## config.mk

```make
export PLATFORM = sky130hd
export DESIGN_NAME = mpst_monitor_power
export DESIGN_NICKNAME = d
export VERILOG_FILES = /design/src/hw/mpst_pkg.sv /design/src/hw/mpst_monitor_power.sv /design/src/hw/mpst_timer.sv
export SDC_FILE = /design/constraint.sdc
export NUM_CORES = 1
export LEC_CHECK = 0
export BUFFER_PORTS_ARGS = -buffer_cell sky130_fd_sc_hd__buf_2
export CAP_MARGIN = 20
export CORE_ASPECT_RATIO = 0.9
export CORE_UTILIZATION = 59
export CTS_CLUSTER_SIZE = 8
export DETAILED_ROUTE_END_ITERATION = 8
export PLACE_DENSITY = 0.86
export SLEW_MARGIN = 20
export SYNTH_ARGS = -nofsm -noshare
export SYNTH_HDL_FRONTEND = slang
export SYNTH_SLANG_ARGS = --single-unit
```

## constraint.sdc

```tcl
create_clock -name I_CLK_SYS -period 2.7 [get_ports I_CLK_SYS]
set_clock_uncertainty 0.15 [all_clocks]
set_input_delay 0.27 -clock I_CLK_SYS [delete_from_list [all_inputs] [get_ports I_CLK_SYS]]
set_output_delay 0.27 -clock I_CLK_SYS [all_outputs]
set_load 0.005 [all_outputs]
```

## src/hw/mpst_pkg.sv

```systemverilog
package mpst_pkg;

  // Clock and time base
  localparam int unsigned  CLK_PERIOD_NS = 10;
  localparam longint       MINUTE_NS     = 64'd60000000000;
  localparam longint       MINUTE_CYCLES = MINUTE_NS / CLK_PERIOD_NS;
  localparam int unsigned  OFF_AUTO_MIN  = 45;

  // Configuration memory locations and field positions
  localparam logic [7:0]   CMOS_SUSPEND_LOC  = 8'h2C;
  localparam int unsigned  SUSPEND_FIELD_LSB = 0;
  localparam int unsigned  SUSPEND_FIELD_W   = 5;
  localparam logic [7:0]   CMOS_OFF_AUTO_LOC = 8'h1F;
  localparam int unsigned  OFF_AUTO_EN_BIT   = 1;

  // Timer width in minutes, enough for the 45 minute limit
  localparam int unsigned  TMR_W             = 6;
  localparam logic [5:0]   TMR_RESET_VALUE   = 6'h00;

  typedef enum logic [1:0] {
    ST_ON,
    ST_SUSPEND,
    ST_OFF
  } mpst_state_type;

  typedef struct packed {
    logic hsync_act;
    logic vsync_act;
  } mpst_sync_type;

  localparam mpst_sync_type SYNC_ON      = '{hsync_act: 1'b1, vsync_act: 1'b1};
  localparam mpst_sync_type SYNC_SUSPEND = '{hsync_act: 1'b1, vsync_act: 1'b0};
  localparam mpst_sync_type SYNC_OFF     = '{hsync_act: 1'b0, vsync_act: 1'b0};

endpackage : mpst_pkg

```

## src/hw/mpst_monitor_power.sv

```systemverilog
// Behaviour
// RULE_01: Sync pair encodes On, Suspend, Off.
// RULE_02: On: inactivity countdown raises SMI to suspend.
// RULE_03: Suspend delay from five-bit field, 2Ch.
// RULE_04: Suspend: Off timer expiry raises SMI, goes Off.
// RULE_05: Enabled by 1Fh bit 1: Off after 45 minutes.
// RULE_06: Any I/O activity reloads the active timer.
`timescale 1ns/10ps
module mpst_monitor_power
  import mpst_pkg::*;
#(
  parameter longint    MINUTE_CNT      = MINUTE_CYCLES,
  parameter logic [5:0] OFF_SMI_PRESET = 6'h0F
) (
  // Clock and reset
  input  wire logic       I_CLK_SYS,
  input  wire logic       I_RESET,
  // System activity pin
  input  wire logic       I_IO_ACTIVITY,
  // Configuration memory bytes and handler control
  input  wire logic [7:0] I_CMOS_SUSPEND,
  input  wire logic [7:0] I_CMOS_OFF_AUTO,
  input  wire logic       I_INACT_EN,
  input  wire logic       I_SMI_ACK,
  // Monitor and handler outputs
  output logic            O_HSYNC_ACT,
  output logic            O_VSYNC_ACT,
  output logic            O_SMI,
  output logic [1:0]      O_POWER_STATE
);

  mpst_state_type   state_reg;
  mpst_state_type   state_next;
  mpst_sync_type    sync_reg;
  logic             act_meta_reg;
  logic             act_sync_reg;
  longint           pre_reg;
  logic             tick_reg;
  logic             smi_reg;
  logic             restart;
  logic [TMR_W-1:0] suspend_preset;
  logic             off_auto_en;
  logic [TMR_W-1:0] inact_count;
  logic             inact_expired;
  logic [TMR_W-1:0] offsmi_count;
  logic             offsmi_expired;
  logic             offauto_expired;

  assign suspend_preset = {1'b0, I_CMOS_SUSPEND[SUSPEND_FIELD_LSB +: SUSPEND_FIELD_W]}; // [RULE_03]
  assign off_auto_en    = I_CMOS_OFF_AUTO[OFF_AUTO_EN_BIT]; // [RULE_05]

  // Activity comes from a pin, so it is synchronised first
  always_ff @(posedge I_CLK_SYS) begin
    if (I_RESET) begin
      act_meta_reg <= 1'b0;
      act_sync_reg <= 1'b0;
    end else begin
      act_meta_reg <= I_IO_ACTIVITY;
      act_sync_reg <= act_meta_reg;
    end
  end

  // Restarting the minute base with the timers keeps every period whole
  assign restart = act_sync_reg || (state_next != state_reg); // [RULE_06]

  always_ff @(posedge I_CLK_SYS) begin
    if (I_RESET || restart) begin
      pre_reg  <= 64'd0;
      tick_reg <= 1'b0;
    end else if (pre_reg >= MINUTE_CNT - 64'd1) begin
      pre_reg  <= 64'd0;
      tick_reg <= 1'b1;
    end else begin
      pre_reg  <= pre_reg + 64'd1;
      tick_reg <= 1'b0;
    end
  end

  mpst_timer u_inact (
    .i_clk     (I_CLK_SYS),
    .i_reset   (I_RESET),
    .i_load    (restart || state_reg != ST_ON), // [RULE_06]
    .i_preset  (suspend_preset), // [RULE_03]
    .i_run     (state_reg == ST_ON && I_INACT_EN), // [RULE_02]
    .i_tick    (tick_reg),
    .o_count   (inact_count),
    .o_expired (inact_expired)
  );

  mpst_timer u_offsmi (
    .i_clk     (I_CLK_SYS),
    .i_reset   (I_RESET),
    .i_load    (restart || state_reg != ST_SUSPEND),
    .i_preset  (OFF_SMI_PRESET),
    .i_run     (state_reg == ST_SUSPEND), // [RULE_04]
    .i_tick    (tick_reg),
    .o_count   (offsmi_count),
    .o_expired (offsmi_expired)
  );

  mpst_timer u_offauto (
    .i_clk     (I_CLK_SYS),
    .i_reset   (I_RESET),
    .i_load    (restart || state_reg != ST_SUSPEND),
    .i_preset  (TMR_W'(OFF_AUTO_MIN)),
    .i_run     (state_reg == ST_SUSPEND && off_auto_en), // [RULE_05]
    .i_tick    (tick_reg),
    .o_count   (),
    .o_expired (offauto_expired)
  );

  // Activity wakes the monitor; the handler acknowledge steps it down
  always_comb begin
    state_next = state_reg;
    case (state_reg)
      ST_ON: begin
        if (smi_reg && I_SMI_ACK && !act_sync_reg) begin
          state_next = ST_SUSPEND; // [RULE_02]
        end
      end
      ST_SUSPEND: begin
        if (act_sync_reg) begin
          state_next = ST_ON;
        end else if (offauto_expired && off_auto_en) begin
          state_next = ST_OFF; // [RULE_05]
        end else if (smi_reg && I_SMI_ACK) begin
          state_next = ST_OFF; // [RULE_04]
        end
      end
      ST_OFF: begin
        if (act_sync_reg) begin
          state_next = ST_ON;
        end
      end
      default: begin
        state_next = ST_ON;
      end
    endcase
  end

  always_ff @(posedge I_CLK_SYS) begin
    if (I_RESET) begin
      state_reg <= ST_ON;
    end else begin
      state_reg <= state_next;
    end
  end

  always_ff @(posedge I_CLK_SYS) begin
    if (I_RESET) begin
      sync_reg <= SYNC_ON;
    end else begin
      case (state_next)
        ST_ON:      sync_reg <= SYNC_ON; // [RULE_01]
        ST_SUSPEND: sync_reg <= SYNC_SUSPEND; // [RULE_01]
        default:    sync_reg <= SYNC_OFF; // [RULE_01]
      endcase
    end
  end

  // A new expiry wins over an acknowledge in the same cycle
  always_ff @(posedge I_CLK_SYS) begin
    if (I_RESET) begin
      smi_reg <= 1'b0;
    end else if ((inact_expired && state_reg == ST_ON) ||
                 (offsmi_expired && state_reg == ST_SUSPEND)) begin
      smi_reg <= 1'b1; // [RULE_02] [RULE_04]
    end else if (I_SMI_ACK || act_sync_reg || state_next != state_reg) begin
      smi_reg <= 1'b0;
    end
  end

  assign O_HSYNC_ACT   = sync_reg.hsync_act;
  assign O_VSYNC_ACT   = sync_reg.vsync_act;
  assign O_SMI         = smi_reg;
  assign O_POWER_STATE = state_reg;
endmodule : mpst_monitor_power

```

## src/hw/mpst_timer.sv

```systemverilog
`timescale 1ns/10ps
module mpst_timer
  import mpst_pkg::*;
(
  // Clock and reset
  input  wire logic             i_clk,
  input  wire logic             i_reset,
  // Control
  input  wire logic             i_load,
  input  wire logic [TMR_W-1:0] i_preset,
  input  wire logic             i_run,
  input  wire logic             i_tick,
  // Status
  output logic      [TMR_W-1:0] o_count,
  output logic                  o_expired
);

  logic [TMR_W-1:0] count_reg;
  logic             expired_reg;

  // A preset of zero never expires, so a zero field disables the timer
  always_ff @(posedge i_clk) begin
    if (i_reset) begin
      count_reg <= TMR_RESET_VALUE;
    end else if (i_load) begin
      count_reg <= i_preset;
    end else if (i_run && i_tick && count_reg != '0) begin
      count_reg <= count_reg - 1'b1;
    end
  end

  always_ff @(posedge i_clk) begin
    if (i_reset) begin
      expired_reg <= 1'b0;
    end else begin
      expired_reg <= !i_load && i_run && i_tick && count_reg == {{(TMR_W-1){1'b0}}, 1'b1};
    end
  end

  assign o_count   = count_reg;
  assign o_expired = expired_reg;

endmodule : mpst_timer
```

# [Word level (Yosys, flattened, before mapping)]
# Index checks and enable logic that the tools add are counted.
[totals] ff_bits=93 out_inout_bits=5
[op_classes] n_mux=16 reduce_logical=45 n_eq_ne=8 n_addsub=4 n_lt_le_gt_ge=1
[ops] operator="$add 64x1->64 const B" n=1
[ops] operator="$ge 64x33->1 const B" n=1
[ops] operator="$logic_and 1x1->1" n=22
[ops] operator="$eq 6x1->1 const B" n=3
[ops] operator="$reduce_bool 6->1" n=3
[ops] operator="$sub 6x1->6 const B" n=3
[ops] operator="$mux 6" n=2
[ops] operator="$mux 2" n=5
[ops] operator="$mux 5" n=2
[ops] operator="$reduce_bool 2->1" n=5
[ops] operator="$mux 4" n=2
[ops] operator="$logic_or 1x1->1" n=7
[ops] operator="$pmux 2 s3" n=1
[ops] operator="$reduce_or 2->1" n=3
[ops] operator="$eq 2x1->1 const B" n=2
[ops] operator="$logic_not 2->1" n=2
[ops] operator="$pmux 2 s2" n=1
[ops] operator="$logic_not 1->1" n=3
[ops] operator="$mux 1" n=3
[ops] operator="$eq 2x2->1 const B" n=1
[ops] operator="$ne 2x1->1 const B" n=1
[ops] operator="$ne 2x2->1" n=1

# [Depth between registers and ports, before layout]
# Gate-level depths: netlist of run 1.
[logic_depth] word_depth=12 depth_mapped=7 depth_no_buf=6

# [By module]
# From an unflattened synthesis of run 1, not the netlist that was laid out.
[hier_totals] cells_unflattened=410 area_unflattened_um2=4209.0
[modules_own_cells] mod="mpst_monitor_power" area_per_inst_um2=2846.5 cells_per_inst=257 n_inst=1
[modules_own_cells] mod="mpst_timer" area_per_inst_um2=454.2 cells_per_inst=51 n_inst=3

# [Worst setup path before layout of run 1]
# No wires, ideal clock.
[synth_path] path_type="reg2reg" from="register pre_reg[43] (netlist name)" to="register pre_reg[10] (netlist name)" setup_slack_ps=667 stages_incl_launch_ff=7 arrival_ps=1810 required_ps=2477 path_buffers=1 cell_sequence="dfxtp_1 -> or4_4 -> nor4_2 -> nand4_1 -> a2111o_1 -> buf_6 -> nor3_2"
[synth_between] elab_chain_len=2
[synth_lines] item="start: declaration" line="mpst_monitor_power.sv:37" rtl="longint pre_reg;"
[synth_lines] item="start signal: assignment" line="mpst_monitor_power.sv:74" rtl="pre_reg <= pre_reg + 64'd1;"
[synth_lines] item="$ge 64x33->1" line="mpst_monitor_power.sv:70" rtl="end else if (pre_reg >= MINUTE_CNT - 64'd1) begin"
[synth_lines] item="$reduce_or 2->1 (no source line)"
# Every way passes these cells.
# A chain may end at the register's enable or synchronous reset.

# [Worst setup path after layout of run 1]
[layout_path] from="register pre_reg[43] (netlist name)" to="register pre_reg[3] (netlist name)"
# The elaborated chain is that of the path after synthesis.

==> report_table.html, run 1 <==
<table>
<tr><th>Metric</th><th>Value</th></tr>
<tr><th colspan="2">Yosys</th></tr>
<tr><td>Cell area after synthesis</td><td>between 3000 and 4000 um^2</td></tr>
<tr><td>Count of flip-flops with a built-in enable after synthesis</td><td>0</td></tr>
<tr><td>Synthesized-area fraction occupied by and/or/nand/nor cells</td><td>approximately 28%</td></tr>
<tr><td>Count of different cell masters after synthesis</td><td>50</td></tr>
<tr><td>Top_reg_cell synth</td><td>sky130_fd_sc_hd__dfxtp_1</td></tr>
<tr><td>Avg Synthesized Cell Area</td><td>10.3 um^2</td></tr>
<tr><td>Fraction of synthesized area in multiplexers</td><td>0.258%</td></tr>
<tr><td>Sequential-to-total area share from yosys stat</td><td>a little under half</td></tr>
<tr><td>Count of synthesis-stage warnings from yosys</td><td>0</td></tr>
<tr><td>Largest family of logic cells by synthesized area</td><td>simple AND/OR/NAND/NOR gates</td></tr>
<tr><td>Synth async-reset ratio</td><td>0%</td></tr>
<tr><td>Gate count after technology mapping</td><td>375</td></tr>
<tr><td>XOR/XNOR share of the synthesized area</td><td>under 10%</td></tr>
<tr><td>Compound-cell area share of the yosys netlist</td><td>under 10%</td></tr>
<tr><td>Post-synthesis adder-cell area fraction</td><td>2.90%</td></tr>
<tr><td>#FFs+latches synth</td><td>93</td></tr>
<tr><th colspan="2">Place</th></tr>
<tr><td>Routability congestion estimate</td><td>0.785</td></tr>
<tr><td>Placed cell count</td><td>502</td></tr>
<tr><td>Count of buffers inserted at the top-level ports</td><td>15</td></tr>
<tr><td>DP Area</td><td>4130 um^2</td></tr>
<tr><td>Setup slack after placement</td><td>0.349 ns</td></tr>
<tr><td>Post-detail-place hpwl</td><td>4510 um</td></tr>
<tr><th colspan="2">Critical path</th></tr>
<tr><td>Maximum fanout along the worst path</td><td>33</td></tr>
<tr><td>Data arrival, critical path</td><td>2.46 ns</td></tr>
<tr><td>Kind of critical path</td><td>reg -&gt; reg</td></tr>
<tr><td>Startpoint types</td><td>flop</td></tr>
<tr><td>Data required time of the worst path</td><td>2.83 ns</td></tr>
<tr><td>Critical-path top delay cell</td><td>sky130_fd_sc_hd__or4_4</td></tr>
<tr><td>Critical-path cell list</td><td>or4_4, nor4_2, nand4_1, a2111o_1, buf_4, nor3_1</td></tr>
<tr><td>Capturing element type of the critical path</td><td>flop</td></tr>
<tr><td>Maximum single-stage delay on the critical path</td><td>between 0.5 and 0.6 ns</td></tr>
<tr><th colspan="2">Clock tree</th></tr>
<tr><td>Number of buffers inserted to repair setup after CTS</td><td>0</td></tr>
<tr><td>Number of clock sinks</td><td>93</td></tr>
<tr><td>Worst-case clock buffer depth</td><td>2</td></tr>
<tr><td>Number of levels the H-tree was split into</td><td>3</td></tr>
<tr><td>CTS buffer count</td><td>9</td></tr>
<tr><td>Cts repair resizes</td><td>0</td></tr>
<tr><td>Clock tree from TritonCTS</td><td>built</td></tr>
<tr><td>Clock Tree Root</td><td>sky130_fd_sc_hd__clkbuf_8</td></tr>
<tr><td>Latest clock arrival within the worst-skew pair</td><td>0.36 ns</td></tr>
<tr><td>Clock-pin slew on the worst setup and hold paths</td><td>0.09 ns</td></tr>
<tr><td>CTS hold repair buffers</td><td>2</td></tr>
<tr><th colspan="2">Detailed routing</th></tr>
<tr><td>DRT Wirelength</td><td>about 6500 um</td></tr>
<tr><td>Post-detailed-route count of antenna-violating nets</td><td>0</td></tr>
<tr><td>Detailed router's first-iteration violation count</td><td>144</td></tr>
<tr><td>First-pass iteration count of the detailed router</td><td>4</td></tr>
<tr><td>WL per Instance</td><td>12.6 um</td></tr>
<tr><td>DRC violation count after routing</td><td>0</td></tr>
<tr><td>Vias after detailed routing</td><td>2,768</td></tr>
<tr><td>Vias per cell</td><td>5.32</td></tr>
<tr><th colspan="2">Finish</th></tr>
<tr><td>Summed area of non-filler cells in the final layout</td><td>4350 um^2</td></tr>
<tr><td>Commonest non-fill, non-tap cells in the layout</td><td>sky130_fd_sc_hd__dfxtp_1 (93), sky130_fd_sc_hd__nor3_2 (31), sky130_fd_sc_hd__xor2_1 (31), sky130_fd_sc_hd__conb_1 (31), sky130_fd_sc_hd__nand2_1 (21)</td></tr>
<tr><td>Most common cell after layout, fill and taps aside</td><td>sky130_fd_sc_hd__dfxtp_1</td></tr>
<tr><td>Final non-filler cell total</td><td>520</td></tr>
<tr><td>Number of flip-flops in the largest register</td><td>64</td></tr>
<tr><td>Fraction of final layout cells with drive strength greater than 1</td><td>18.5%</td></tr>
<tr><td>Growth of design area from synthesis to finish</td><td>12.0%</td></tr>
<tr><td>Antenna cell count</td><td>0</td></tr>
<tr><td>Final Net Count</td><td>458</td></tr>
<tr><th colspan="2">Power and ir drop</th></tr>
<tr><td>Switching part of the total power</td><td>24.8%</td></tr>
<tr><td>Maximum resistive drop on vdd</td><td>a little under 600 uV</td></tr>
<tr><td>Leakage power</td><td>1.52 nW</td></tr>
<tr><td>Clk pwr share</td><td>35.9%</td></tr>
<tr><td>Share of power burned in registers</td><td>59.8%</td></tr>
<tr><td>Fraction of power consumed by combinational cells</td><td>4.4%</td></tr>
<tr><td>PnR Total Power</td><td>around 2.4 mW</td></tr>
<tr><td>Net load switching power</td><td>approximately 0.60 mW</td></tr>
<tr><td>Power per Cell Area</td><td>557 nW/um^2</td></tr>
<tr><td>Int Power</td><td>1.82 mW</td></tr>
<tr><th colspan="2">GRT</th></tr>
<tr><td>Wire length of the first global-routing pass</td><td>11,500 um</td></tr>
<tr><td>Initial antenna violation count</td><td>0</td></tr>
<tr><td>Via count of the first global-routing pass</td><td>2,700</td></tr>
<tr><td>Overflow left after global routing</td><td>0</td></tr>
<tr><td>Overall global routing resource usage</td><td>21.4%</td></tr>
<tr><td>Maximum number of pins on one net before global-route repair</td><td>34</td></tr>
<tr><th colspan="2">Timing</th></tr>
<tr><td>Setup-violating endpoint count in the final report</td><td>0</td></tr>
<tr><td>Min Clock Period, post-route</td><td>2.33 ns</td></tr>
<tr><td>Max transition margin</td><td>about half</td></tr>
<tr><td>Setup TNS</td><td>0 ns</td></tr>
<tr><td>Final clock period utilization by the worst path</td><td>between 80% and 90%</td></tr>
<tr><td>Worst Setup Slack, final</td><td>0.370 ns</td></tr>
<tr><td>Unrepaired setup endpoints after global routing</td><td>false</td></tr>
<tr><td>Slew Viols, Final</td><td>0</td></tr>
<tr><td>Slew at the pin with the worst max-slew slack</td><td>0.759 ns</td></tr>
<tr><td>Fmax</td><td>0.429 GHz</td></tr>
<tr><td>Hold violation count in the final report</td><td>0</td></tr>
<tr><th colspan="2">Floorplan</th></tr>
<tr><td>Effective utilization at floorplan</td><td>62.1%</td></tr>
<tr><td>Vertical extent of the die</td><td>78.9 um</td></tr>
<tr><td>Chip width</td><td>87.5 um</td></tr>
<tr><td>Std-Cell Core Area</td><td>6250 um^2</td></tr>
<tr><td>Die area</td><td>roughly 6900 um^2</td></tr>
<tr><td># rows</td><td>27</td></tr>
<tr><td>I/O pin count</td><td>26</td></tr>
<tr><th colspan="2">Outcome</th></tr>
<tr><td>Result of the run</td><td>finished, final reports clean</td></tr>
<tr><th colspan="2">Worst hold path</th></tr>
<tr><td>Type of the most critical hold path</td><td>in -&gt; reg</td></tr>
<tr><th colspan="2">Run</th></tr>
<tr><td>Max-cap violations</td><td>0</td></tr>
</table>
==> path summary, 6_finish.rpt <==
kind	from	endpoint	slack [ns]	depth (start not counted)
max	pre_reg[43]	pre_reg[3]	0.37	6
min	I_CMOS_SUSPEND[3]	u_inact.o_count[3]	0.03	3
max reg2reg	pre_reg[43]	pre_reg[3]	0.37	6
min reg2reg	act_meta_reg	act_sync_reg	0.30	1
==> kinds of logic after synthesis <==
group,Yosys count
and+or+nand+nor,166
DFF,93
xor gates and xnor gates,44
AOI/OAI and AO/OA,37
buffers and inverters,24
adders and majority gates,9
other,1
muxes,1
==> worst max-delay path: cells and delay by family, from the launching register on <==
kind	cells	cell delay (ns)
AND/OR/NAND/NOR	4	1.12
AO/OA/AOI/OAI	1	0.37
flip-flops	1	0.31
buffers and inverters	1	0.28
==> per-stage QoR <==
stage | util [%] | hold WS (ns)
CTS | 69.5 | 0.0162
floorplan | - | 0.248
finish | 69.5 | 0.0324
global placement | 66.1 | 0.269
global route | 69.5 | 0.0183
detailed placement | 66.1 | 0.282
==> synthesized netlist by cell type, types with 4 or more instances <==
| cell | number | share of area, % |
|---|---|---|
| sky130_fd_sc_hd__xnor2_1 | 13 | 2.9 |
| sky130_fd_sc_hd__nor3_2 | 31 | 8.0 |
| sky130_fd_sc_hd__nand4_1 | 16 | 2.6 |
| sky130_fd_sc_hd__a211oi_1 | 7 | 1.4 |
| sky130_fd_sc_hd__inv_1 | 10 | 0.97 |
| sky130_fd_sc_hd__xor2_1 | 31 | 7.0 |
| sky130_fd_sc_hd__nand2_1 | 21 | 2.0 |
| sky130_fd_sc_hd__clkbuf_1 | 4 | 0.39 |
| sky130_fd_sc_hd__dfxtp_1 | 93 | 48 |
| sky130_fd_sc_hd__and3_1 | 8 | 1.3 |
| sky130_fd_sc_hd__and4_1 | 5 | 1.1 |
| sky130_fd_sc_hd__nor4_1 | 9 | 1.5 |
| sky130_fd_sc_hd__a21oi_1 | 14 | 1.8 |
| sky130_fd_sc_hd__ha_1 | 9 | 2.9 |
| sky130_fd_sc_hd__nand3_1 | 14 | 1.8 |
| sky130_fd_sc_hd__nor3b_1 | 4 | 0.77 |
| sky130_fd_sc_hd__nor2_1 | 20 | 1.9 |
| sky130_fd_sc_hd__nor3_1 | 13 | 1.7 |
==> power by group through the flow <==
stage               Sequential (mW)  Combinational [mW]  Clock, mW
floorplan                      1.47              0.0806          0
global placement               1.48              0.0963          0
CTS                            1.45               0.105      0.901
finish                         1.45               0.106      0.869
global route                   1.45               0.122      0.959
detailed placement             1.48               0.101          0
==> layer usage <==
layer  vias to the layer above  global-route usage (%)  part of all wire (%)
li1                       1411                       -                     -
met1                      1320                    24.6                    45
met2                        26                    37.6                    50
met3                        11                    6.65                   3.0
met4                         0                    6.72                   1.4
met5                         -                       0                     0
==> area by class of cell <==
class,instances,area (um^2)
multi-input cells,288,1990
fillers,477,1900
flip-flops and latches,93,1860
repair buffers,25,155
clock buffers,9,124
well taps,87,109
clock inverters,7,68.8
inverters,11,41.3
Note: power is estimated with default switching activity, not from simulation.
==> run 2: changes to the inputs <==
CORE_UTILIZATION = 54   (was 59)
PLACE_DENSITY = 0.83   (was 0.86)
clock period = 2.1 ns   (was 2.7 ns; I/O delays follow)
==> report_table.html, run 2 (synthesized netlist as in run 1, its figures left out) <==
<table>
<tr><th>Metric</th><th>Value</th></tr>
<tr><th colspan="2">Clock tree</th></tr>
<tr><td>Latest clock arrival within the worst-skew pair</td><td>0.37 ns (about the same)</td></tr>
<tr><td>Clock-pin slew on the worst setup and hold paths</td><td>0.10 ns (about the same)</td></tr>
<tr><td>Clock Tree Root</td><td>sky130_fd_sc_hd__clkbuf_8</td></tr>
<tr><td>Number of buffers inserted to repair setup after CTS</td><td>0 (unchanged)</td></tr>
<tr><td>Number of clock sinks</td><td>93 (unchanged)</td></tr>
<tr><td>Worst-case clock buffer depth</td><td>2 (unchanged)</td></tr>
<tr><td>CTS buffer count</td><td>9 (unchanged)</td></tr>
<tr><td>Number of levels the H-tree was split into</td><td>3 (unchanged)</td></tr>
<tr><td>Clock tree from TritonCTS</td><td>built</td></tr>
<tr><th colspan="2">Worst hold path</th></tr>
<tr><td>Type of the most critical hold path</td><td>in -&gt; reg</td></tr>
<tr><td>Number of instances on the worst hold path</td><td>3 (unchanged)</td></tr>
<tr><td>Endpoint of the worst hold path</td><td>O_POWER_STATE[0]</td></tr>
<tr><td>Launch instance of the worst min-delay path</td><td>I_RESET</td></tr>
<tr><th colspan="2">Finish</th></tr>
<tr><td>Commonest non-fill, non-tap cells in the layout</td><td>sky130_fd_sc_hd__dfxtp_1 (93), sky130_fd_sc_hd__nor3_2 (32), sky130_fd_sc_hd__xor2_1 (31), sky130_fd_sc_hd__conb_1 (31), sky130_fd_sc_hd__nand2_1 (21)</td></tr>
<tr><td>Number of flip-flops in the largest register</td><td>64 (unchanged)</td></tr>
<tr><td>Growth of design area from synthesis to finish</td><td>16.5%</td></tr>
<tr><td>Final non-filler cell total</td><td>537 (+3.3%)</td></tr>
<tr><td>Core utilization of the finished layout</td><td>66.9% (-2.7 points)</td></tr>
<tr><td>Number of inserted filler cells in the final layout</td><td>509 (+6.7%)</td></tr>
<tr><td>Most common cell after layout, fill and taps aside</td><td>sky130_fd_sc_hd__dfxtp_1</td></tr>
<tr><td>Antenna cell count</td><td>0 (unchanged)</td></tr>
<tr><td>Summed area of non-filler cells in the final layout</td><td>4520 um^2 (+4.1%)</td></tr>
<tr><td>Final Net Count</td><td>472 (+3.1%)</td></tr>
<tr><td>Fraction of final layout cells with drive strength greater than 1</td><td>20.1% (+1.7 points)</td></tr>
<tr><th colspan="2">GRT</th></tr>
<tr><td>Wire length of the first global-routing pass</td><td>11,800 um (+2.9%)</td></tr>
<tr><td>Initial antenna violation count</td><td>0 (unchanged)</td></tr>
<tr><td>M1 GR Usage</td><td>23.5% (-1.1 points)</td></tr>
<tr><td>Fraction of met3 tracks used by global routing</td><td>5.40% (-1.2 points)</td></tr>
<tr><td>Overflow left after global routing</td><td>0 (unchanged)</td></tr>
<tr><td>Layer carrying the most global-route usage</td><td>met2</td></tr>
<tr><td>Grt met2 use</td><td>34.6% (-3.0 points)</td></tr>
<tr><td>Overall global routing resource usage</td><td>20.1% (-1.3 points)</td></tr>
<tr><td>Maximum number of pins on one net before global-route repair</td><td>34 (unchanged)</td></tr>
<tr><td>Via count of the first global-routing pass</td><td>2,668 (-1.2%)</td></tr>
<tr><th colspan="2">Outcome</th></tr>
<tr><td>Violations in the final reports</td><td>negative setup slack</td></tr>
<tr><td>Result of the run</td><td>finished with violations</td></tr>
<tr><th colspan="2">Critical path</th></tr>
<tr><td>Capturing element type of the critical path</td><td>flop</td></tr>
<tr><td>Number of cells on the worst reg-to-reg path</td><td>6 (unchanged)</td></tr>
<tr><td>CP delay by family, top</td><td>simple AND/OR/NAND/NOR gates</td></tr>
<tr><td>Capture instance of the worst register-to-register path</td><td>pre_reg[9]</td></tr>
<tr><td>Critical-path top delay cell</td><td>sky130_fd_sc_hd__or4_4</td></tr>
<tr><td>Startpoint types</td><td>flop</td></tr>
<tr><td>Maximum fanout along the worst path</td><td>33 (unchanged)</td></tr>
<tr><td>Data required time of the worst path</td><td>2.24 ns (-0.59 ns)</td></tr>
<tr><td>Data arrival, critical path</td><td>2.26 ns (-0.20 ns)</td></tr>
<tr><td>Kind of critical path</td><td>reg -&gt; reg</td></tr>
<tr><td>Crit Reg-Reg Startpoint</td><td>pre_reg[43]</td></tr>
<tr><td>Critical-path cell list</td><td>or4_4, nor4_2, nand4_1, a2111o_1, buf_12, nor3_2</td></tr>
<tr><td>Buffer and inverter count on the worst path</td><td>1 (unchanged)</td></tr>
<tr><td>Worst reg-to-reg setup slack</td><td>-0.01 ns (-0.38 ns)</td></tr>
<tr><td>Maximum single-stage delay on the critical path</td><td>0.52 ns (about the same)</td></tr>
<tr><th colspan="2">Power and ir drop</th></tr>
<tr><td>Maximum resistive drop on vdd</td><td>446 uV (-23%)</td></tr>
<tr><td>Leakage power</td><td>1.61 nW (+6.0%)</td></tr>
<tr><td>Power per Cell Area</td><td>712 nW/um^2 (+28%)</td></tr>
<tr><th colspan="2">Place</th></tr>
<tr><td>Setup slack after placement</td><td>-0.0671 ns (-0.416 ns)</td></tr>
<tr><td>Post-detail-place hpwl</td><td>4530 um (+0.50%)</td></tr>
<tr><td>Routability congestion estimate</td><td>0.781 (-0.54%)</td></tr>
<tr><td>Count of buffers inserted at the top-level ports</td><td>15 (unchanged)</td></tr>
<tr><td>DP Area</td><td>4230 um^2 (+2.3%)</td></tr>
<tr><td>Placed cell count</td><td>514 (+2.4%)</td></tr>
<tr><th colspan="2">Detailed routing</th></tr>
<tr><td>DRT Wirelength</td><td>6990 um (+6.8%)</td></tr>
<tr><td>DRC violation count after routing</td><td>0 (unchanged)</td></tr>
<tr><td>Vias per cell</td><td>5.36 (+0.79%)</td></tr>
<tr><td>First-pass iteration count of the detailed router</td><td>5 (+1)</td></tr>
<tr><td>Detailed router's first-iteration violation count</td><td>168 (+17%)</td></tr>
<tr><td>WL per Instance</td><td>13.0 um (+3.4%)</td></tr>
<tr><td>Vias after detailed routing</td><td>2,881 (+4.1%)</td></tr>
<tr><td>Post-detailed-route count of antenna-violating nets</td><td>0 (unchanged)</td></tr>
<tr><th colspan="2">Floorplan</th></tr>
<tr><td># rows</td><td>28 (+3.7%)</td></tr>
<tr><td>Std-Cell Core Area</td><td>6760 um^2 (+8.2%)</td></tr>
<tr><td>Vertical extent of the die</td><td>82.4 um (+4.4%)</td></tr>
<tr><td>I/O pin count</td><td>26 (unchanged)</td></tr>
<tr><td>Effective utilization at floorplan</td><td>57.4% (-4.7 points)</td></tr>
<tr><td>Die area</td><td>7530 um^2 (+9.0%)</td></tr>
<tr><td>Chip width</td><td>91.4 um (+4.4%)</td></tr>
<tr><th colspan="2">Timing</th></tr>
<tr><td>Final clock period utilization by the worst path</td><td>101% (+14 points)</td></tr>
<tr><td>Unrepaired setup endpoints after global routing</td><td>true</td></tr>
<tr><td>Setup-violating endpoint count in the final report</td><td>2 (+2)</td></tr>
<tr><td>Min Clock Period, post-route</td><td>2.11 ns (-0.219 ns)</td></tr>
<tr><td>Max transition margin</td><td>60.1% (+11 points)</td></tr>
<tr><td>Slew at the pin with the worst max-slew slack</td><td>0.592 ns (-0.167 ns)</td></tr>
<tr><td>Slew Viols, Final</td><td>0 (unchanged)</td></tr>
<tr><td>Hold violation count in the final report</td><td>0 (unchanged)</td></tr>
<tr><td>Fmax</td><td>0.474 GHz (+10%)</td></tr>
<tr><td>Worst Setup Slack, final</td><td>-0.0110 ns (-0.381 ns)</td></tr>
<tr><th colspan="2">Run</th></tr>
<tr><td>Max-cap violations</td><td>0 (unchanged)</td></tr>
</table>
[run 2: cell types whose count changed in the layout (fill, tap and decap cells not counted)]
cell,change
sky130_fd_sc_hd__clkinv_8,+3
sky130_fd_sc_hd__clkinvlp_4,-2
sky130_fd_sc_hd__nor3_1,-1
sky130_fd_sc_hd__buf_4,+7
sky130_fd_sc_hd__nor3_2,+1
sky130_fd_sc_hd__buf_12,+2
sky130_fd_sc_hd__dlygate4sd3_1,+5
sky130_fd_sc_hd__clkinv_4,-1
[run 2: tightest hold or removal path, delay by kind of cell]
family                 cells  cell delay [ns]
and+or+nand+nor            2             0.26
buffers and inverters      1             0.09
[run 2: metrics by stage]
step / setup TNS, ns / total power [mW] / hold slack, ns
floorplan: 0 / 2.00 / 0.188
global placement: -0.0589 / 2.03 / 0.276
detailed placement: -1.07 / 2.04 / 0.285
CTS: -0.262 / 3.25 / 0.0765
global route: -2.91 / 3.35 / 0.102
finish: -0.0163 / 3.22 / 0.0910
[run 2: repair_timing]
item	CTS	global route
gates resized for setup	0	1
hold buffers	7	0
pin swaps	1	0
endpoints found under the setup margin	33	33
endpoints found under the hold margin	7	0
[run 2: worst max path at each step]
stage,start,to,cells after the start
floorplan,pre_reg[43],pre_reg[10],6
global placement,pre_reg[43],pre_reg[3],6
detailed placement,pre_reg[43],pre_reg[9],6
CTS,pre_reg[43],pre_reg[9],6
global route,pre_reg[43],pre_reg[20],6
finish,pre_reg[43],pre_reg[9],6
[run 2: power by group]
part	internal [mW]	leakage, nW	total, mW	switching [mW]
sequential	1.82	0.766	1.86	0.0387
clock	0.484	0.107	1.21	0.727
combinational	0.0760	0.740	0.151	0.0755
[run 2: metal layers]
| layer | vias up | wire, um |
|---|---|---|
| met1 | 1362 | 3100 |
| li1 | 1445 | - |
| met5 | - | 0 |
| met4 | 0 | 165 |
| met2 | 56 | 3470 |
| met3 | 18 | 248 |
[run 2: area by class of cell]
class	instances	area (um^2)	share of cell area [%]
Sequential cell	93	1860	41.2
Multi-Input combinational cell	288	1990	44.0
Inverter	11	41.3	0.913
Clock inverter	7	93.8	2.07
Clock buffer	9	124	2.74
Timing Repair Buffer	39	298	6.58
Tap cell	90	113	2.49
==> run 3: changes to the inputs <==
CORE_ASPECT_RATIO = 2   (was 0.9)
CORE_MARGIN = 2   (was not set)
==> report_table.html, run 3 (synthesized netlist as in run 1, its figures left out) <==
<table>
<tr><th>Metric</th><th>Value</th></tr>
<tr><th colspan="2">Finish</th></tr>
<tr><td>Commonest non-fill, non-tap cells in the layout</td><td>sky130_fd_sc_hd__dfxtp_1 (93), sky130_fd_sc_hd__nor3_2 (31), sky130_fd_sc_hd__xor2_1 (31), sky130_fd_sc_hd__conb_1 (31), sky130_fd_sc_hd__nand2_1 (21)</td></tr>
<tr><td>Number of flip-flops in the largest register</td><td>64 (unchanged)</td></tr>
<tr><td>Core utilization of the finished layout</td><td>66.7% (-0.19 points)</td></tr>
<tr><td>Growth of design area from synthesis to finish</td><td>19.3%</td></tr>
<tr><td>Antenna cell count</td><td>0 (unchanged)</td></tr>
<tr><td>Number of inserted filler cells in the final layout</td><td>528 (+3.7%)</td></tr>
<tr><td>Summed area of non-filler cells in the final layout</td><td>4630 um^2 (+2.4%)</td></tr>
<tr><td>Final Net Count</td><td>469 (-0.64%)</td></tr>
<tr><td>Final non-filler cell total</td><td>534 (-0.56%)</td></tr>
<tr><td>Fraction of final layout cells with drive strength greater than 1</td><td>21.2% (+1.0 points)</td></tr>
<tr><td>Most common cell after layout, fill and taps aside</td><td>sky130_fd_sc_hd__dfxtp_1</td></tr>
<tr><th colspan="2">Timing</th></tr>
<tr><td>Setup-violating endpoint count in the final report</td><td>1 (-1)</td></tr>
<tr><td>Hold violation count in the final report</td><td>0 (unchanged)</td></tr>
<tr><td>Setup TNS</td><td>-0.00900 ns (+0.00726 ns)</td></tr>
<tr><td>Fmax</td><td>0.474 GHz (about the same)</td></tr>
<tr><td>Unrepaired setup endpoints after global routing</td><td>true</td></tr>
<tr><td>Min Clock Period, post-route</td><td>2.11 ns (-0.00199 ns)</td></tr>
<tr><td>Hold slack</td><td>0.00501 ns (-0.0860 ns)</td></tr>
<tr><td>Final clock period utilization by the worst path</td><td>100% (about the same)</td></tr>
<tr><td>Worst Setup Slack, final</td><td>-0.00900 ns (+0.00199 ns)</td></tr>
<tr><td>Max transition margin</td><td>63.0% (+2.8 points)</td></tr>
<tr><td>Slew Viols, Final</td><td>0 (unchanged)</td></tr>
<tr><td>Slew at the pin with the worst max-slew slack</td><td>0.550 ns (-0.0422 ns)</td></tr>
<tr><th colspan="2">Detailed routing</th></tr>
<tr><td>DRC violation count after routing</td><td>0 (unchanged)</td></tr>
<tr><td>Vias per cell</td><td>5.41 (+0.81%)</td></tr>
<tr><td>Top routing layer in use</td><td>met4</td></tr>
<tr><td>Vias after detailed routing</td><td>2,888 (+0.24%)</td></tr>
<tr><td>Post-detailed-route count of antenna-violating nets</td><td>0 (unchanged)</td></tr>
<tr><td>WL per Instance</td><td>13.8 um (+5.9%)</td></tr>
<tr><td>Post-Route M1 WL</td><td>2630 um (-15%)</td></tr>
<tr><td>Met2 wirelength from detailed routing</td><td>4300 um (+24%)</td></tr>
<tr><td>Metal3 WL</td><td>179 um (-28%)</td></tr>
<tr><td>DRT Wirelength</td><td>7360 um (+5.3%)</td></tr>
<tr><td>First-pass iteration count of the detailed router</td><td>4 (-1)</td></tr>
<tr><td>Detailed router's first-iteration violation count</td><td>169 (+0.60%)</td></tr>
<tr><th colspan="2">Clock tree</th></tr>
<tr><td>CTS buffer count</td><td>9 (unchanged)</td></tr>
<tr><td>Number of levels the H-tree was split into</td><td>3 (unchanged)</td></tr>
<tr><td>Latest clock arrival within the worst-skew pair</td><td>0.34 ns (-0.03 ns)</td></tr>
<tr><td>Clock-pin slew on the worst setup and hold paths</td><td>0.07 ns (-0.03 ns)</td></tr>
<tr><td>Number of clock sinks</td><td>93 (unchanged)</td></tr>
<tr><td>Clock Tree Root</td><td>sky130_fd_sc_hd__clkbuf_16</td></tr>
<tr><td>Worst-case clock buffer depth</td><td>2 (unchanged)</td></tr>
<tr><td>Clock tree from TritonCTS</td><td>built</td></tr>
<tr><th colspan="2">Worst hold path</th></tr>
<tr><td>Type of the most critical hold path</td><td>in -&gt; reg</td></tr>
<tr><th colspan="2">GRT</th></tr>
<tr><td>Overflow left after global routing</td><td>0 (unchanged)</td></tr>
<tr><td>Via count of the first global-routing pass</td><td>2,895 (+8.5%)</td></tr>
<tr><td>Overall global routing resource usage</td><td>20.4% (+0.31 points)</td></tr>
<tr><td>Initial antenna violation count</td><td>0 (unchanged)</td></tr>
<tr><td>Maximum number of pins on one net before global-route repair</td><td>34 (unchanged)</td></tr>
<tr><td>Wire length of the first global-routing pass</td><td>12,300 um (+4.1%)</td></tr>
<tr><th colspan="2">Power and ir drop</th></tr>
<tr><td>PnR Total Power</td><td>3.68 mW (+14%)</td></tr>
<tr><td>Maximum resistive drop on vdd</td><td>637 uV (+43%)</td></tr>
<tr><td>Leakage power</td><td>1.66 nW (+2.8%)</td></tr>
<tr><td>Power per Cell Area</td><td>795 nW/um^2 (+12%)</td></tr>
<tr><th colspan="2">Run</th></tr>
<tr><td>Max-cap violations</td><td>0 (unchanged)</td></tr>
<tr><th colspan="2">Critical path</th></tr>
<tr><td>Data required time of the worst path</td><td>2.21 ns (-0.03 ns)</td></tr>
<tr><td>Data arrival, critical path</td><td>2.22 ns (-0.04 ns)</td></tr>
<tr><td>Critical-path cell list</td><td>or4_4, nor4_4, nand4_1, a2111o_1, buf_12, nor3_2</td></tr>
<tr><td>Critical-path top delay cell</td><td>sky130_fd_sc_hd__or4_4</td></tr>
<tr><td>Buffer and inverter count on the worst path</td><td>1 (unchanged)</td></tr>
<tr><td>Kind of critical path</td><td>reg -&gt; reg</td></tr>
<tr><td>Startpoint types</td><td>flop</td></tr>
<tr><td>Capturing element type of the critical path</td><td>flop</td></tr>
<tr><td>Maximum single-stage delay on the critical path</td><td>0.54 ns (+0.02 ns)</td></tr>
<tr><td>CP delay by family, top</td><td>simple AND/OR/NAND/NOR gates</td></tr>
<tr><td>Maximum fanout along the worst path</td><td>33 (unchanged)</td></tr>
<tr><th colspan="2">Outcome</th></tr>
<tr><td>Violations in the final reports</td><td>negative setup slack</td></tr>
<tr><td>Result of the run</td><td>finished with violations</td></tr>
<tr><th colspan="2">Floorplan</th></tr>
<tr><td>Effective utilization at floorplan</td><td>55.9% (-1.5 points)</td></tr>
<tr><td># rows</td><td>43 (+54%)</td></tr>
<tr><td>Die area</td><td>7920 um^2 (+5.2%)</td></tr>
<tr><td>Std-Cell Core Area</td><td>6940 um^2 (+2.6%)</td></tr>
<tr><td>Chip width</td><td>63.9 um (-30%)</td></tr>
<tr><td>Vertical extent of the die</td><td>124 um (+50%)</td></tr>
<tr><td>I/O pin count</td><td>26 (unchanged)</td></tr>
<tr><th colspan="2">Place</th></tr>
<tr><td>Post-detail-place hpwl</td><td>5090 um (+12%)</td></tr>
<tr><td>Placed cell count</td><td>515 (+0.19%)</td></tr>
<tr><td>DP Area</td><td>4250 um^2 (+0.47%)</td></tr>
<tr><td>Count of buffers inserted at the top-level ports</td><td>15 (unchanged)</td></tr>
<tr><td>Routability congestion estimate</td><td>0.770 (-1.4%)</td></tr>
<tr><td>Setup slack after placement</td><td>-0.0652 ns (+0.00189 ns)</td></tr>
</table>
run 3: power breakdown:
| part | internal (mW) | leakage [nW] | total, mW | switching (mW) |
|---|---|---|---|---|
| sequential | 1.82 | 0.766 | 1.86 | 0.0416 |
| clock | 0.977 | 0.156 | 1.68 | 0.699 |
| combinational | 0.0689 | 0.735 | 0.141 | 0.0723 |
| total | 2.87 | 1.66 | 3.68 | 0.813 |
run 3: worst reg2reg max path, delay by kind of cell, from the launching register on:
family,cells,cell delay (ns)
compound gates,1,0.36
simple gates,4,1.03
buf+inv,1,0.21
flops,1,0.30
run 3: worst paths after layout:
check | start | endpoint | slack, ns | depth (start not counted)
worst max-delay path | pre_reg[43] | pre_reg[15] | -0.009 | 6
worst min-delay path | I_CMOS_SUSPEND[2] | u_inact.o_count[2] | 0.005 | 3
worst max register to register | pre_reg[43] | pre_reg[15] | -0.009 | 6
worst min register to register | act_meta_reg | act_sync_reg | 0.30 | 1
run 3: layer usage:
metal | vias up | global-route usage, %
met5 | - | 0
li1 | 1443 | -
met4 | 0 | 12.2
met3 | 23 | 4.43
met2 | 45 | 40.4
met1 | 1377 | 18.0
run 3: cell type report:
cell class,instances,area [um^2],area share [%]
well taps,90,113,2.43
clock inverters,6,76.3,1.65
repair buffers,36,275,5.95
flip-flops and latches,93,1860,40.2
clock buffers,10,239,5.16
multi-input cells,288,2020,43.7
inverters,11,41.3,0.892
run 3: what timing repair did:
action / CTS / global route
hold buffers: 2 / 0
pin swaps: 1 / 1
setup endpoints to repair: 32 / 34
resized for setup: 3 / 3
buffers inserted: 0 / 1
endpoints found under the hold margin: 2 / 0
